File: src/hw/pss_params.svh
`ifndef PSS_PARAMS_SVH
`define PSS_PARAMS_SVH

// ----------------------------------------------------------------
// Timing
// ----------------------------------------------------------------
`define PSS_CLK_MHZ 100
`define PSS_STABLE_CYCLES 10
`define PSS_CNT_W 4

// ----------------------------------------------------------------
// Lane-rate codes
// ----------------------------------------------------------------
`define PSS_RATE_1G25 2'h0
`define PSS_RATE_2G5 2'h1
`define PSS_RATE_3G125 2'h2
`define PSS_RATE_ILLEGAL 2'h3
`define PSS_RATE_DEFAULT 2'h2

// ----------------------------------------------------------------
// Register map (word offsets in bytes)
// ----------------------------------------------------------------
`define PSS_ADDR_W 4
`define PSS_OFF_CLKSEL 4'h0
`define PSS_OFF_STATUS 4'h4
// Clock selection register fields.
`define PSS_CS_RATE_LSB 0
`define PSS_CS_RATE_MSB 1
`define PSS_CS_PDOVR_BIT 4
`define PSS_CS_PDOVR_EN_BIT 5
// Status register fields.
`define PSS_ST_DONE_BIT 0
`define PSS_ST_ODDPD_BIT 1
`define PSS_ST_EVENPD_BIT 2
`define PSS_ST_MODE_BIT 3
`define PSS_ST_RATE_LSB 4
`define PSS_ST_RATE_MSB 5
`define PSS_ST_ILLEGAL_BIT 6

`endif

File: src/hw/pss_pkg.sv
package pss_pkg;

    typedef struct packed {
        logic evenPd;
        logic oddPd;
        logic modeSel;
        logic [1:0] rate;
    } pss_straps_t;

    typedef struct packed {
        logic cyc;
        logic stb;
        logic we;
        logic [3:0] sel;
        logic [3:0] adr;
        logic [31:0] dat;
    } pss_wb_req_t;

    typedef enum logic [1:0] {
        PSS_RATE_1G25,
        PSS_RATE_2G5,
        PSS_RATE_3G125
    } pss_rate_t;

endpackage : pss_pkg

File: src/hw/pss_capture.sv
`timescale 1ns/100ps
`include "pss_params.svh"

// ----------------------------------------------------------------
// Stability counter and strap capture, once per reset or self-reset.
// ----------------------------------------------------------------
module pss_capture
    import pss_pkg::*;
#(
    parameter int STABLE_CYCLES = `PSS_STABLE_CYCLES
) (
    // Clock and reset
    input wire logic ref_clk,
    input wire logic rstn,
    input wire logic clkEn,
    input wire logic selfReset,
    // Straps
    input wire pss_straps_t strapIn,
    // Captured configuration
    output pss_straps_t captured,
    output logic captureDone,
    output logic capturePulse
);

    logic [`PSS_CNT_W-1:0] cnt_reg, cnt_next;
    logic done_reg, done_next;
    logic pulse_reg, pulse_next;
    pss_straps_t cap_reg, cap_next;

    always_comb begin
        cnt_next = cnt_reg;
        done_next = done_reg;
        pulse_next = 1'b0;
        cap_next = cap_reg;
        if (selfReset) begin
            // Self-reset restarts the stability wait and resamples.
            cnt_next = '0;
            done_next = 1'b0;
        end else if (!done_reg) begin
            if (cnt_reg == `PSS_CNT_W'(STABLE_CYCLES - 1)) begin
                cap_next = strapIn;
                done_next = 1'b1;
                pulse_next = 1'b1;
            end else begin
                cnt_next = cnt_reg + `PSS_CNT_W'(1);
            end
        end
        // After capture the strap inputs are not looked at again until a self-reset.
    end

    always_ff @(posedge ref_clk or negedge rstn) begin
        if (!rstn) begin
            cnt_reg <= '0;
            done_reg <= 1'b0;
            pulse_reg <= 1'b0;
            cap_reg <= '{evenPd: 1'b1, oddPd: 1'b1, modeSel: 1'b0, rate: `PSS_RATE_DEFAULT};
        end else if (clkEn) begin
            cnt_reg <= cnt_next;
            done_reg <= done_next;
            pulse_reg <= pulse_next;
            cap_reg <= cap_next;
        end
    end

    assign captured = cap_reg;
    assign captureDone = done_reg;
    assign capturePulse = pulse_reg;

endmodule : pss_capture

File: src/hw/port_strap_sampler.sv
// Operation
// - Odd port powered up when its strap samples low, down when high.
// - Software override field replaces the odd-port strap power state.
// - Odd-port strap ignored after its sample until next reset.
// - Strap pins are inputs; output drive only in test mode.
// - Lane code 00=1.25, 01=2.5, 10=3.125 Gbit/s for all ports.
// - Code 10 is default; code 11 illegal and never strapped.
// - Strapped rate applied on hard reset release or self-reset end.
// - Rate strap ignored after reset; software may override rate.
// - Sampled rate strap is the rate field's reset value.
// - Mode strap low gives one four-lane port, high two single-lane ports.
// - Even strap high powers down both ports; low lets odd follow own.
`timescale 1ns/100ps
`include "pss_params.svh"

module port_strap_sampler
    import pss_pkg::*;
#(
    parameter int STABLE_CYCLES = `PSS_STABLE_CYCLES
) (
    // Clock, reset and enable
    input wire logic ref_clk,
    input wire logic rstn,
    input wire logic clkEn,
    input wire logic selfReset,
    input wire logic testMode,
    // Strap pins
    input wire logic oddPortPowerdownStrapIn,
    input wire logic evenPortPowerdownStrapIn,
    input wire logic pairModeSelectStrapIn,
    input wire logic [1:0] laneRateStrapIn,
    input wire logic [4:0] strapTestOut,
    output logic [4:0] strapOutEnN,
    output logic [4:0] strapOut,
    // Wishbone slave
    input wire logic wb_cyc_i,
    input wire logic wb_stb_i,
    input wire logic wb_we_i,
    input wire logic [3:0] wb_sel_i,
    input wire logic [`PSS_ADDR_W-1:0] wb_adr_i,
    input wire logic [31:0] wb_dat_i,
    output logic [31:0] wb_dat_o,
    output logic wb_ack_o,
    // Configuration to MAC and SERDES
    output logic evenPortPowerDown,
    output logic oddPortPowerDown,
    output logic quadLaneMode,
    output logic [1:0] laneRate,
    output logic configValid
);

    pss_straps_t strapIn;
    pss_straps_t captured;
    logic captureDone;
    logic capturePulse;

    assign strapIn = '{evenPd: evenPortPowerdownStrapIn, oddPd: oddPortPowerdownStrapIn,
                       modeSel: pairModeSelectStrapIn, rate: laneRateStrapIn};

    pss_capture #(
        .STABLE_CYCLES(STABLE_CYCLES)
    ) i_pss_capture (
        .ref_clk(ref_clk),
        .rstn(rstn),
        .clkEn(clkEn),
        .selfReset(selfReset),
        .strapIn(strapIn),
        .captured(captured),
        .captureDone(captureDone),
        .capturePulse(capturePulse)
    );

    // ----------------------------------------------------------------
    // Rate decode
    // ----------------------------------------------------------------
    // Code 11 is never passed on; it falls back to the default rate.
    function automatic logic [1:0] legalRate(input logic [1:0] code);
        if (code == `PSS_RATE_ILLEGAL) begin
            legalRate = `PSS_RATE_DEFAULT;
        end else begin
            legalRate = code;
        end
    endfunction : legalRate

    // ----------------------------------------------------------------
    // Registers
    // ----------------------------------------------------------------
    logic [1:0] rate_reg, rate_next;
    logic pdOvr_reg, pdOvr_next;
    logic pdOvrEn_reg, pdOvrEn_next;
    logic ack_reg, ack_next;
    logic [31:0] rdat_reg, rdat_next;
    logic evenPd_reg, evenPd_next;
    logic oddPd_reg, oddPd_next;
    logic quad_reg, quad_next;
    logic [1:0] outRate_reg, outRate_next;
    logic valid_reg, valid_next;
    logic [4:0] oe_reg, oe_next;
    logic [4:0] pout_reg, pout_next;
    logic wbReq;
    logic lowLane;
    logic cfgReady;

    assign wbReq = wb_cyc_i && wb_stb_i && !ack_reg;
    assign lowLane = wb_sel_i[0];
    // Outputs wait for the cycle after capture, so that the reloaded rate
    // register and the port states become valid together.
    assign cfgReady = captureDone && !capturePulse && !selfReset;

    always_comb begin
        rate_next = rate_reg;
        pdOvr_next = pdOvr_reg;
        pdOvrEn_next = pdOvrEn_reg;
        // A taken request is acked one cycle later; ack drops in the next cycle.
        ack_next = wbReq;
        rdat_next = rdat_reg;
        if (capturePulse) begin
            rate_next = legalRate(captured.rate);
            pdOvrEn_next = 1'b0;
        end
        if (wbReq) begin
            rdat_next = '0;
            unique case (wb_adr_i)
                `PSS_OFF_CLKSEL: begin
                    if (wb_we_i && lowLane) begin
                        rate_next = legalRate(wb_dat_i[`PSS_CS_RATE_MSB:`PSS_CS_RATE_LSB]);
                        pdOvr_next = wb_dat_i[`PSS_CS_PDOVR_BIT];
                        pdOvrEn_next = 1'b1;
                    end
                    rdat_next[`PSS_CS_RATE_MSB:`PSS_CS_RATE_LSB] = rate_reg;
                    rdat_next[`PSS_CS_PDOVR_BIT] = pdOvr_reg;
                    rdat_next[`PSS_CS_PDOVR_EN_BIT] = pdOvrEn_reg;
                end
                `PSS_OFF_STATUS: begin
                    rdat_next[`PSS_ST_DONE_BIT] = captureDone;
                    rdat_next[`PSS_ST_ODDPD_BIT] = captured.oddPd;
                    rdat_next[`PSS_ST_EVENPD_BIT] = captured.evenPd;
                    rdat_next[`PSS_ST_MODE_BIT] = captured.modeSel;
                    rdat_next[`PSS_ST_RATE_MSB:`PSS_ST_RATE_LSB] = captured.rate;
                    rdat_next[`PSS_ST_ILLEGAL_BIT] = (captured.rate == `PSS_RATE_ILLEGAL);
                end
                default: begin
                    // Unmapped offsets read as zero and ignore writes.
                    rdat_next = '0;
                end
            endcase
        end
    end

    // ----------------------------------------------------------------
    // Port configuration
    // ----------------------------------------------------------------
    always_comb begin
        valid_next = cfgReady;
        evenPd_next = captured.evenPd;
        quad_next = cfgReady && !captured.modeSel;
        outRate_next = rate_reg;
        // Odd port uses only the latched copy, never the live pin.
        if (captured.evenPd) begin
            oddPd_next = 1'b1;
        end else if (pdOvrEn_reg) begin
            oddPd_next = pdOvr_reg;
        end else begin
            oddPd_next = captured.oddPd;
        end
        if (!cfgReady) begin
            evenPd_next = 1'b1;
            oddPd_next = 1'b1;
        end
        // Pins drive only in test mode.
        oe_next = testMode ? 5'h0 : 5'h1f;
        pout_next = testMode ? strapTestOut : 5'h0;
    end

    // All state holds while the clock enable is low.
    always_ff @(posedge ref_clk or negedge rstn) begin
        if (!rstn) begin
            rate_reg <= `PSS_RATE_DEFAULT;
            pdOvr_reg <= 1'b0;
            pdOvrEn_reg <= 1'b0;
            ack_reg <= 1'b0;
            rdat_reg <= '0;
            evenPd_reg <= 1'b1;
            oddPd_reg <= 1'b1;
            quad_reg <= 1'b0;
            outRate_reg <= `PSS_RATE_DEFAULT;
            valid_reg <= 1'b0;
            oe_reg <= 5'h1f;
            pout_reg <= 5'h0;
        end else if (clkEn) begin
            rate_reg <= rate_next;
            pdOvr_reg <= pdOvr_next;
            pdOvrEn_reg <= pdOvrEn_next;
            ack_reg <= ack_next;
            rdat_reg <= rdat_next;
            evenPd_reg <= evenPd_next;
            oddPd_reg <= oddPd_next;
            quad_reg <= quad_next;
            outRate_reg <= outRate_next;
            valid_reg <= valid_next;
            oe_reg <= oe_next;
            pout_reg <= pout_next;
        end
    end

    // ----------------------------------------------------------------
    // Outputs
    // ----------------------------------------------------------------
    assign wb_dat_o = rdat_reg;
    assign wb_ack_o = ack_reg;
    assign evenPortPowerDown = evenPd_reg;
    assign oddPortPowerDown = oddPd_reg;
    assign quadLaneMode = quad_reg;
    assign laneRate = outRate_reg;
    assign configValid = valid_reg;
    assign strapOutEnN = oe_reg;
    assign strapOut = pout_reg;

endmodule : port_strap_sampler

File: config.mk
export PLATFORM = sky130hd
export DESIGN_NAME = port_strap_sampler
export DESIGN_NICKNAME = d
export VERILOG_FILES = /design/src/hw/pss_pkg.sv /design/src/hw/pss_capture.sv /design/src/hw/port_strap_sampler.sv
export VERILOG_INCLUDE_DIRS = /design/src /design/src/hw
export SDC_FILE = /design/constraint.sdc
export NUM_CORES = 1
export LEC_CHECK = 0
export ABC_AREA = 1
export BUFFER_PORTS_ARGS = -buffer_cell sky130_fd_sc_hd__buf_4
export CORE_AREA = 5 5 70 72
export DETAILED_ROUTE_END_ITERATION = 7
export DIE_AREA = 0 0 75 77
export MAX_ROUTING_LAYER = met4
export PLACE_DENSITY_LB_ADDON = 0.12
export SYNTH_ARGS = -nofsm -noshare
export SYNTH_HDL_FRONTEND = slang
export SYNTH_SLANG_ARGS = --single-unit
File: constraint.sdc
create_clock -name ref_clk -period 3.7 [get_ports ref_clk]
set_clock_uncertainty 0.15 [all_clocks]
set_input_delay 0.37 -clock ref_clk [delete_from_list [all_inputs] [get_ports ref_clk]]
set_output_delay 0.37 -clock ref_clk [all_outputs]
set_load 0.01 [all_outputs]
# [After elaboration in Yosys (flattened, before gate mapping)]
# Index checks and enable logic that the tools add are counted.
[totals] regBits=39 out_inout_bits=49 word_cells=71
[op_classes] n_addsub=1 eq_ne=6 muxes=28 bitwise_logic=2 reduce_logical=15
[ops] op="1-bit two-way mux" n=14
[ops] op="2-bit two-way mux" n=7
[ops] op="4-bit two-way mux" n=3
[ops] op="5-bit two-way mux" n=2
[ops] op="2-bit one-hot mux with 2 select lines" n=2
[ops] op="4-bit AND reduction" n=2
[ops] op="1-bit logical AND" n=6
[ops] op="4-bit by 1-bit adder with 4-bit output, second input constant" n=1
[ops] op="2-bit equality test, second input constant" n=2
[ops] op="4-bit by 3-bit equality test with 1-bit output, second input constant" n=1
[ops] op="4-bit equality test, second input constant" n=1
[ops] op="1-bit zero test" n=4
[ops] op="4-bit zero test" n=1
[ops] op="2-bit != test, second input constant" n=2
[ops] op="3-bit AND reduction" n=1
[ops] op="1-bit NOT" n=2
[ops] op="2-bit AND reduction" n=1

# [Depth between registers and ports, before layout]
# Gate-level depths: netlist (run 1).
[depth] depth_word=6 mapped_depth=8 ltp_nobuf=8

# [Cells and area by module]
# A second synthesis (run 1) with hierarchy kept.
[unflattened] hier_cells=211 area_unflattened_um2=1890.6
[modules_own_cells] module="port_strap_sampler" instances=1 cells_per_inst=152 area_per_inst_um2=1342.5 seq_area_each_um2=606.8
[modules_own_cells] module="pss_capture" instances=1 cells_per_inst=59 area_per_inst_um2=548.0 seq_area_each_um2=279.0

# [Least setup slack after synthesis (run 1)]
# OpenSTA, ideal clock, no wires.
[synth_path] path_kind="flip-flop to flip-flop" start="register i_pss_capture.cnt_reg[1]" end="register i_pss_capture.cap_reg, in the netlist i_pss_capture.captured[0]" setup_ns=0.117 arrival_ns=1.120 t_required_ns=3.433 setup_slack_ns=2.313 stages_incl_launch_ff=9 path_buffers=1 period_less_slack_ns=1.387 cell_sequence="dfrtp_1 inv_1 ha_1 nand3_2 nor2_1 nand3_1 buf_6 nand2_1 o21ai_2"
[synth_between] elab_chain_cells=2
[synth_lines] element="start: declaration" line_no="pss_capture.sv:25" source="logic [`PSS_CNT_W-1:0] cnt_reg, cnt_next;"
[synth_lines] element="start signal: assignment" line_no="pss_capture.sv:58" source="cnt_reg <= cnt_next;"
[synth_lines] element="4-bit equality test" line_no="pss_capture.sv:40" source="if (cnt_reg == `PSS_CNT_W'(STABLE_CYCLES - 1)) begin"
[synth_lines] element="4-bit AND reduction (no line)"
[synth_lines] element="end signal: assignment" line_no="pss_capture.sv:56" source="cap_reg <= '{evenPd: 1'b1, oddPd: 1'b1, modeSel: 1'b0, rate: `PSS_RATE_DEFAULT};"
[synth_lines] element="end signal: assignment" line_no="pss_capture.sv:61" source="cap_reg <= cap_next;"
[synth_lines] element="end: declaration" line_no="pss_capture.sv:28" source="pss_straps_t cap_reg, cap_next;"
# Every way passes these cells.
# A chain may end at the register's enable or synchronous reset.

# [Final worst setup path (run 1)]
[layout_path] start="register i_pss_capture.cnt_reg[1]" end="register i_pss_capture.cap_reg, in the netlist i_pss_capture.captured[2]"
# Same word-level chain as after synthesis.

==> results of run 1 <==
==> power groups by stage <==
stage                     registers (mW)  clock network, mW  logic, mW
after CTS                          0.435              0.364      0.142
after global placement             0.442                  0      0.139
final                              0.435              0.353      0.140
after global routing               0.439              0.382      0.158
after floorplan                    0.445                  0     0.0906
after detailed placement           0.441                  0      0.141
==> synth_stat cells, drive strengths merged, types with 2 or more instances <==
| cell | instances |
|---|---|
| buf | 34 |
| dfrtp | 27 |
| dfstp | 8 |
| ha | 2 |
| inv | 16 |
| nand2 | 72 |
| nand3 | 19 |
| nand3b | 2 |
| nand4 | 4 |
| nor2 | 10 |
| nor3 | 2 |
| o21ai | 15 |
==> layer usage <==
metal	part of all wire [%]	up-vias	wire length (microns)	GRT usage, %
met2	48	43	1855	22.65
li1	-	734	-	-
met4	1.4	0	55	4.804
met5	0	-	0	-
met1	42	663	1612	17.01
met3	8.0	7	307	4.052
==> stage by stage <==
stage	setup WS, ns	utilization (%)
CTS	1.972	54.23
detailed placement	2.000	51.21
global route	1.771	54.23
floorplan	2.313	-
global placement	1.994	51.21
finish	1.987	54.23
==> placed cells by master, fill, tap and decap left out, types with 2 or more instances in the layout <==
cell type	netlist	routed
buf_4	30	49
clkbuf_8	0	6
conb_1	1	25
dfrtp_1	27	27
dfstp_2	8	8
ha_1	2	2
inv_1	15	15
nand2_1	69	69
nand2_2	2	2
nand3_1	15	15
nand3_2	4	4
nand3b_1	2	2
nand4_1	4	4
nor2_1	4	4
nor2_2	3	3
nor2_4	2	2
o21ai_0	9	9
o21ai_2	5	5
==> area by class of cell <==
| type | count | area (sq um) | area share (%) |
|---|---|---|---|
| inverters | 16 | 60.06 | 2.616 |
| clock buffers | 6 | 82.58 | 3.597 |
| flip-flops and latches | 35 | 885.9 | 38.58 |
| multi-input cells | 157 | 789.5 | 34.39 |
| clock inverters | 2 | 35.03 | 1.526 |
| repair buffers | 50 | 377.9 | 16.46 |
| well taps | 52 | 65.06 | 2.834 |
==> worst max-delay path by stage <==
stage | from | end | slack, ns | cells after the start
after detailed placement | i_pss_capture.cnt_reg[1]$_DFFE_PN0P_ | i_pss_capture.captured[0]$_DFFE_PN0P_ | 2.00 | 7
after CTS | i_pss_capture.cnt_reg[1]$_DFFE_PN0P_ | i_pss_capture.captured[2]$_DFFE_PN0P_ | 1.97 | 7
after global routing | i_pss_capture.cnt_reg[1]$_DFFE_PN0P_ | i_pss_capture.captured[0]$_DFFE_PN0P_ | 1.77 | 7
after global placement | i_pss_capture.cnt_reg[1]$_DFFE_PN0P_ | i_pss_capture.captured[0]$_DFFE_PN0P_ | 1.99 | 7
after floorplan | i_pss_capture.cnt_reg[1]$_DFFE_PN0P_ | i_pss_capture.captured[0]$_DFFE_PN0P_ | 2.31 | 8
final | i_pss_capture.cnt_reg[1]$_DFFE_PN0P_ | i_pss_capture.captured[2]$_DFFE_PN0P_ | 1.99 | 7
==> worst max-delay path: cells and delay by family (launching register included) <==
| kind | cells | cell delay, ns |
|---|---|---|
| flip-flops | 1 | 0.41 |
| buffers and inverters | 1 | 0.09 |
| AO/OA/AOI/OAI | 1 | 0.06 |
| adder cells (fa/ha/maj) | 1 | 0.16 |
| AND/OR/NAND/NOR | 4 | 0.72 |
==> kinds of logic after synthesis <==
family          share of synthesized area [%]
compound gates                          6.356
xor+xnor                               0.4588
fa+ha+maj                               1.310
buf+inv                                 16.97
flops                                   46.40
mux                                    0.5897
other cells                            0.1964
simple gates                            27.72
==> impl_results.md, run 1 <==
- # IOs: 107
- CTS Sinks: 35
- RSZ-0062 raised after global routing: false
- Fin crit share: 46.29%
- Endpoints failing setup: 0
- Combinational Power Share: 15.1%
- Share of power burned in registers: 46.9%
- Worst path required time: 3.71 ns
- Max-cap violations: 0
- Mapped Avg Cell Area: 8.758 sq um
- Initial Utilization: 45.09%
- Crit-path max FO: 11
- Critical R2R Launch: i_pss_capture.cnt_reg[1]$_DFFE_PN0P_
- Synth area leader: dfrtp_1
- Die Span Y: 77 microns
- Routed wire per std cell: 12.04 microns
- Mapped Area: 1909 sq um
- Worst Hold Endpoint: i_pss_capture.captured[1]$_DFFE_PN1P_
- Std-Cell Rows: 24
- Final hold slack: 0.1455 ns
- Slowest cell delay on critical path: 0.41 ns
- Fin nets: 325
- Diodes inserted: 0
- First-pass GRT wire length: 6.251 mm
- TritonCTS clock tree: done
- Flop-to-flop setup slack: 1.99 ns
- Post-CTS resize count: 0
- Hold_sp: laneRateStrapIn[1]
- GR Util All Layers: 14.22%
- Kind of critical path: register to register
- Post-synthesis register bit count: 35
- Cell area after layout: 2296 sq um
- Global route total overflow: 0
- CTS Buf Count: 5
- Fillers: 413
- Max reg flops: 7
- Deepest clock path buffer count: 2
- Int Power: 0.6918 mW
- DR vias/cell: 4.550
- Peak Freq: 583.9 MHz
- Net Sw Frac: 25.38%
- Core Area: 4234 sq um
- Pwr/cell area: 403.8 nW/um^2
- Hold Buf Count CTS: 1
- CTS H-tree depth: 2
- Die area: 5775 sq um
- Iteration-0 DRC Markers: 56
- Area growth syn-to-layout: 20.25%
- Async S/R FF share, synth: 100.0%
- Setup tns final: 0 ns
- Antenna-violating nets left: 0
- I/O Buffers: 49
- Sw power: 0.2353 mW
- Crit-path cells: inv_1 -> ha_1 -> nand3_2 -> nor2_1 -> nand3_1 -> nand2_1 -> o21ai_2
- Clk network pwr share: 38.1%
- Post-route total power: 0.9271 mW
- Final hold viol count: 0
- VDD IR-drop max: 0.2425 mV
- Placed Area: 2168 sq um
- Largest net degree at the start of global routing: 36
- Status: complete, no violations
- Hold path cells: 3
- Data arrival, critical path: 1.72 ns
- Initial antenna violation count: 0
- Die X: 75 microns
- Share of cells above drive strength 1: 32.33%
- Synth Flop Type: dfrtp_1
- Post-synth EDFFs: 0
- Main area contributors after synthesis: dfrtp_1, nand2_1, buf_4, dfstp_2, nand3_1
- DRC errors left: 0
- Via count: 1447
- Setup crit start kind: register
- Reg2Reg Depth: 7
- YS warnings: 0
- Setup Buffers After CTS: 0
- Mapped Cells: 218
- Min-delay worst type: input pin to register
- Clk root buf: clkbuf_8
- GPL Wtd Cong: 0.8064
- Count of cell types in the netlist: 31
- Clock-pin transition on the worst setup and hold timing paths: 0.07 ns
- Final std cells w/o fill: 318
- Critical R2R Capture: i_pss_capture.captured[2]$_DFFE_PN0P_
- Final Max Slew Viols: 0
- P_leak: 1.258 nW
- Dpl hpwl: 2.856 mm
- Cells after DPL: 309
- Critical Path Sink Type: register
- Crit-path slowest cell: dfrtp_1
- Fin crit period: 1.713 ns
- Sequential element share of the synthesized area: 46.40%
- Detailed-router iteration count before antenna repair: 4
- WL final: 3.829 mm
- Vias in the first global route: 1393
- Post-synth top area share: 35.39%
- Clock latency on the worst-skew pair: 0.29 ns
Power figures use the tool's default switching activity.
==> run 2, diff against run 1 <==
--- a/config.mk
+++ b/config.mk
@@ -8,9 +8,9 @@
 export LEC_CHECK = 0
 export ABC_AREA = 1
 export BUFFER_PORTS_ARGS = -buffer_cell sky130_fd_sc_hd__buf_4
-export CORE_AREA = 5 5 70 72
+export CORE_AREA = 5 5 72 74
 export DETAILED_ROUTE_END_ITERATION = 7
-export DIE_AREA = 0 0 75 77
+export DIE_AREA = 0 0 77 79
 export MAX_ROUTING_LAYER = met4
 export PLACE_DENSITY_LB_ADDON = 0.12
 export SYNTH_ARGS = -nofsm -noshare
==> constraint.sdc (replaced) <==
create_clock -name ref_clk -period 1.64 [get_ports ref_clk]
set_clock_uncertainty 0.15 [all_clocks]
set_input_delay 0.164 -clock ref_clk [delete_from_list [all_inputs] [get_ports ref_clk]]
set_output_delay 0.164 -clock ref_clk [all_outputs]
set_load 0.01 [all_outputs]
==> impl_results.md, run 2 (synthesis gave the netlist of run 1 again) <==
- Dpl ws: 0.1726 ns (-1.827 ns)
- Most used routing layer: met2
- Clock-pin transition on the worst setup and hold timing paths: 0.07 ns (about the same)
- Peak Freq: 677.9 MHz (+16%)
- Clk root buf: clkbuf_8
- Max-cap violations: 0 (unchanged)
- P_leak: 1.298 nW (+3.2%)
- Diodes inserted: 0 (unchanged)
- First-pass GRT wire length: 6.596 mm (+5.5%)
- Max reg flops: 7 (unchanged)
- Global route total overflow: 0 (unchanged)
- Via count: 1473 (+1.8%)
- Reg2Reg Depth: 8 (+1)
- TritonCTS clock tree: done
- CTS Buf Count: 5 (unchanged)
- Status: complete, no violations
- Hold Buf Count CTS: 13 (+12)
- Setup tns final: 0 ns (unchanged)
- Most common cell after layout, fill and taps aside: nand2_1
- I/O Buffers: 49 (unchanged)
- Met2 usage: 22.33% (-0.32 points)
- Routed wire per std cell: 11.99 microns (-0.44%)
- GR Util All Layers: 13.88% (-0.33 points)
- Cells after DPL: 313 (+1.3%)
- Crit-path max FO: 11 (unchanged)
- Register area: 885.9 sq um (unchanged)
- Worst path required time: 1.67 ns (-2.04 ns)
- Share of cells above drive strength 1: 30.71% (-1.6 points)
- Clock latency on the worst-skew pair: 0.28 ns (about the same)
- GR Util met1: 16.26% (-0.75 points)
- CTS H-tree depth: 2 (unchanged)
- Initial Utilization: 42.10% (-3.0 points)
- RSZ-0062 raised after global routing: false
- DR vias/cell: 4.410 (-3.1%)
- Setup crit start kind: register
- Area growth syn-to-layout: 25.56%
- Iteration-0 DRC Markers: 67 (+20%)
- Fin nets: 339 (+4.3%)
- Most frequent cells in the layout: nand2_1, buf_4, dfrtp_1
- WL final: 4.004 mm (+4.6%)
- Final setup margin: 0.1648 ns (-1.823 ns)
- Initial antenna violation count: 0 (unchanged)
- Dpl hpwl: 2.917 mm (+2.2%)
- Core Area: 4536 sq um (+7.1%)
- Deepest clock path buffer count: 2 (unchanged)
- Cell area after layout: 2397 sq um (+4.4%)
- Core Util, Final: 52.86% (-1.4 points)
- Die Span Y: 79 microns (+2.6%)
- Multi-input logic area: 789.5 sq um (unchanged)
- Critical Path Sink Type: register
- Final std cells w/o fill: 334 (+5.0%)
- Hold path cells: 4 (+1)
- VDD IR-drop max: 0.4651 mV (+92%)
- Detailed-router iteration count before antenna repair: 4 (unchanged)
- Die X: 77 microns (+2.7%)
- Post-CTS resize count: 0 (unchanged)
- Setup Buffers After CTS: 0 (unchanged)
- Placed Area: 2186 sq um (+0.81%)
- Vias in the first global route: 1454 (+4.4%)
- Antenna-violating nets left: 0 (unchanged)
- Final Max Slew Viols: 0 (unchanged)
- Endpoints failing setup: 0 (unchanged)
- Kind of critical path: register to register
- CTS Sinks: 35 (unchanged)
- GPL Wtd Cong: 0.7676 (-4.8%)
- Fin crit share: 89.95% (+44 points)
- Data arrival, critical path: 1.50 ns (-0.22 ns)
- Met3 usage: 5.329% (+1.3 points)
- Final hold viol count: 0 (unchanged)
- Std-Cell Rows: 25 (+4.2%)
- Pwr/cell area: 798.4 nW/um^2 (+98%)
- Post-route total power: 1.914 mW (+110%)
- Min-delay worst type: input pin to register
- DRC errors left: 0 (unchanged)
- Die area: 6083 sq um (+5.3%)
- Fin crit period: 1.475 ns (-0.2374 ns)
- Final hold slack: 0.04620 ns (-0.09931 ns)
- Largest net degree at the start of global routing: 36 (unchanged)
- # IOs: 107 (unchanged)
- Fillers: 434 (+5.1%)
==> run 2: cell count changes in the layout (fill, tap and decap cells not counted), sizes merged <==
cell / previous run / this run
bufinv: 1 / 0
dlygate4sd3: 1 / 13
clkbuf: 6 / 7
buf: 49 / 51
==> run 2: layout make-up <==
class,instances,share of cell area (%)
sequential,35,36.95
multi-input combinational,157,32.93
timing repair buffer,64,21.40
clock buffer,7,3.184
tap,54,2.818
inverter,16,2.505
clock inverter,1,0.2088
==> run 2: worst paths after layout <==
kind                                                 startpoint                                    end  slack [ns]
max                        i_pss_capture.cnt_reg[1]$_DFFE_PN0P_  i_pss_capture.captured[2]$_DFFE_PN0P_        0.16
min                                                 wb_adr_i[0]                wb_dat_o[5]$_DFFE_PN0P_        0.05
max reg2reg                i_pss_capture.cnt_reg[1]$_DFFE_PN0P_  i_pss_capture.captured[2]$_DFFE_PN0P_        0.16
min reg2reg                             laneRate[1]$_DFFE_PN1P_                laneRate[1]$_DFFE_PN1P_        0.32
max in group asynchronous                                  rstn            outRate_next[1]$_DFFE_PN1P_        0.78
min in group asynchronous                                  rstn   i_pss_capture.cnt_reg[1]$_DFFE_PN0P_        0.21
==> run 2: layer usage <==
metal	up-vias	routed length, microns
li1	759	-
met1	662	1714
met2	46	1885
met3	6	353
met4	0	51
met5	-	0
==> run 2: critical path, cell delays in order, from the launching register on <==
cell and delay (ns):
dfrtp_1 0.41, inv_1 0.09, ha_1 0.16, nand3_2 0.09, nor2_1 0.09, nand3_1 0.07, buf_4 0.19, nand2_1 0.08
o21ai_2 0.05
==> run 2: where the power goes <==
part           switching (mW)  total (mW)  leakage [nW]  internal [mW]
Combinational           0.185       0.341         0.807          0.157
Clock                   0.294       0.592        0.0422          0.298
Sequential             0.0480       0.981         0.448          0.933
Total                   0.527        1.91          1.30           1.39
==> run 3, diff against run 2 <==
--- a/config.mk
+++ b/config.mk
@@ -8,9 +8,11 @@
 export LEC_CHECK = 0
 export ABC_AREA = 1
 export BUFFER_PORTS_ARGS = -buffer_cell sky130_fd_sc_hd__buf_4
-export CORE_AREA = 5 5 72 74
+export CELL_PAD_IN_SITES_DETAIL_PLACEMENT = 1
+export CELL_PAD_IN_SITES_GLOBAL_PLACEMENT = 1
+export CORE_AREA = 5 5 85 87
 export DETAILED_ROUTE_END_ITERATION = 7
-export DIE_AREA = 0 0 77 79
+export DIE_AREA = 0 0 90 92
 export MAX_ROUTING_LAYER = met4
 export PLACE_DENSITY_LB_ADDON = 0.12
 export SYNTH_ARGS = -nofsm -noshare
==> impl_results.md, run 3 (synthesis gave the netlist of run 1 again) <==
- Sw power: 0.5542 mW (+5.2%)
- Setup crit start kind: register
- DRC errors left: 0 (unchanged)
- Clock-pin transition on the worst setup and hold timing paths: 0.07 ns (about the same)
- Critical Path Sink Type: register
- Vias in the first global route: 1682 (+16%)
- Global route total overflow: 0 (unchanged)
- Peak Freq: 667.1 MHz (-1.6%)
- Fin nets: 343 (+1.2%)
- Core Area: 6277 sq um (+38%)
- Initial antenna violation count: 0 (unchanged)
- Via count: 1551 (+5.3%)
- Std-Cell Rows: 29 (+16%)
- Int Power: 1.480 mW (+6.7%)
- Share of power burned in registers: 48.3% (-2.9 points)
- P_leak: 1.326 nW (+2.2%)
- VDD IR-drop max: 0.3386 mV (-27%)
- Placed Area: 2237 sq um (+2.3%)
- Antenna-violating nets left: 0 (unchanged)
- Deepest clock path buffer count: 2 (unchanged)
- Share of cells above drive strength 1: 32.39% (+1.7 points)
- Core Util, Final: 39.47% (-13 points)
- Dpl hpwl: 3.529 mm (+21%)
- Most common cell after layout, fill and taps aside: nand2_1
- Final Max Slew Viols: 0 (unchanged)
- Crit-path cells: inv_1 -> ha_1 -> nand3_2 -> nor2_2 -> nand3_1 -> buf_4 -> nand2_1 -> o21ai_2
- RSZ-0062 raised after global routing: false
- Max-cap violations: 0 (unchanged)
- Final hold viol count: 0 (unchanged)
- Endpoints failing setup: 0 (unchanged)
- Max reg flops: 7 (unchanged)
- Flop-to-flop setup slack: 0.14 ns (-0.02 ns)
- WL final: 4.735 mm (+18%)
- CTS Buf Count: 5 (unchanged)
- Clock latency on the worst-skew pair: 0.29 ns (about the same)
- Cell area after layout: 2477 sq um (+3.3%)
- Fin crit period: 1.499 ns (+0.02387 ns)
- Crit-path slowest cell: dfrtp_1
- Clk root buf: clkbuf_8
- Slowest cell delay on critical path: 0.41 ns (about the same)
- Most frequent cells in the layout: nand2_1, buf_4, dfrtp_1
- Clk network pwr share: 34.3% (+3.4 points)
- GR Util All Layers: 12.27% (-1.6 points)
- CTS H-tree depth: 2 (unchanged)
- Largest net degree at the start of global routing: 36 (unchanged)
- Combinational Power Share: 17.5% (-0.3 points)
- Fillers: 764 (+76%)
- First-pass GRT wire length: 8.093 mm (+23%)
- Net Sw Frac: 27.24% (-0.29 points)
- Worst path required time: 1.68 ns (about the same)
- Critical R2R Capture: i_pss_capture.captured[0]$_DFFE_PN0P_
- Data arrival, critical path: 1.53 ns (+0.03 ns)
- TritonCTS clock tree: done
- Die Span Y: 92 microns (+16%)
- Setup tns final: 0 ns (unchanged)
- Min-delay worst type: input pin to register
- Pwr/cell area: 821.2 nW/um^2 (+2.9%)
- Fin crit share: 91.41% (+1.5 points)
- Post-route total power: 2.034 mW (+6.3%)
- Diodes inserted: 0 (unchanged)
- Die area: 8280 sq um (+36%)
- Detailed-router iteration count before antenna repair: 4 (unchanged)
- Register area: 885.9 sq um (unchanged)
- Iteration-0 DRC Markers: 53 (-21%)
- Critical R2R Launch: i_pss_capture.cnt_reg[1]$_DFFE_PN0P_
- Area growth syn-to-layout: 29.75%
- DR vias/cell: 4.296 (-2.6%)
- CTS Sinks: 35 (unchanged)
- # IOs: 107 (unchanged)
- Reg2Reg Depth: 8 (unchanged)
- Crit. Startpoint: i_pss_capture.cnt_reg[1]$_DFFE_PN0P_
- Status: complete, no violations
- Kind of critical path: register to register
- I/O Buffers: 49 (unchanged)
- Routed wire per std cell: 13.12 microns (+9.4%)
- Initial Utilization: 30.42% (-12 points)
- Die X: 90 microns (+17%)
- Multi-input logic area: 792.0 sq um (+0.32%)
- Crit-path max FO: 8 (-3)
- Worst Setup EP: i_pss_capture.captured[0]$_DFFE_PN0P_
- GPL Wtd Cong: 0.7408 (-3.5%)
[run 3: cell types whose count changed in the layout (fill, tap and decap cells not counted)]
cell      delta
buf_4        +4
clkbuf_8     +2
clkbuf_1     -1
clkinv_2     -1
nor2_1       -1
nor2_2       +1
[run 3: metal layers]
layer	up-vias	track usage, %	routed length [microns]
met2	46	19.27	2216
met3	4	3.355	257
met4	0	4.094	31
li1	768	-	-
met5	-	-	0
met1	733	15.31	2230
[run 3: area by class of cell]
type | instances | share of cell area (%)
Multi-Input combinational cell | 157 | 31.97
Tap cell | 77 | 3.889
Timing Repair Buffer | 68 | 21.92
Sequential cell | 35 | 35.76
Clock buffer | 8 | 4.040
Inverter | 16 | 2.424
[run 3: worst min-delay path by stage]
stage                     start                                   end  slack, ns  cells past startpoint
after floorplan            rstn               configValid$_DFFE_PN0P_      -0.28                      0
after global placement     rstn  i_pss_capture.cnt_reg[0]$_DFFE_PN0P_      0.004                      1
after detailed placement   rstn  i_pss_capture.cnt_reg[0]$_DFFE_PN0P_      0.006                      1
after CTS                 clkEn                  wb_ack_o$_DFFE_PN0P_      0.009                      2
after global routing      clkEn               laneRate[1]$_DFFE_PN1P_       0.03                      3
final                     clkEn                  wb_ack_o$_DFFE_PN0P_       0.02                      2
[run 3: timing repair]
item	in CTS	in global routing
endpoints found under the hold margin	39	0
endpoints found under the setup margin	0	1
setup buffers	0	1
hold buffers	13	0
gates resized for setup	0	1
[run 3: power by group through the flow]
stage	sequential (mW)	clock, mW	combinational [mW]
2_1_floorplan	1.00	0	0.204
3_3_place_gp	0.998	0	0.329
3_5_place_dp	0.998	0	0.332
4_1_cts	0.984	0.727	0.358
5_1_grt	0.992	0.773	0.402
6_report	0.982	0.697	0.355
[run 3: critical path, delay by kind of cell (launching register included)]
family,cells,cell delay [ns]
AO/OA/AOI/OAI,1,0.05
adder cells (fa/ha/maj),1,0.16
buffers and inverters,2,0.28
flip-flops,1,0.41
AND/OR/NAND/NOR,4,0.35
[run 3: stage by stage]
stage / setup WS (ns) / instances / hold slack (ns)
after global routing: 0.01653 / 361 / 0.02882
after global placement: 0.1595 / 339 / 0.004212
after CTS: 0.1230 / 360 / 0.009157
after detailed placement: 0.1349 / 339 / 0.005853
after floorplan: 0.2526 / 242 / -0.2816
final: 0.1409 / 361 / 0.01605
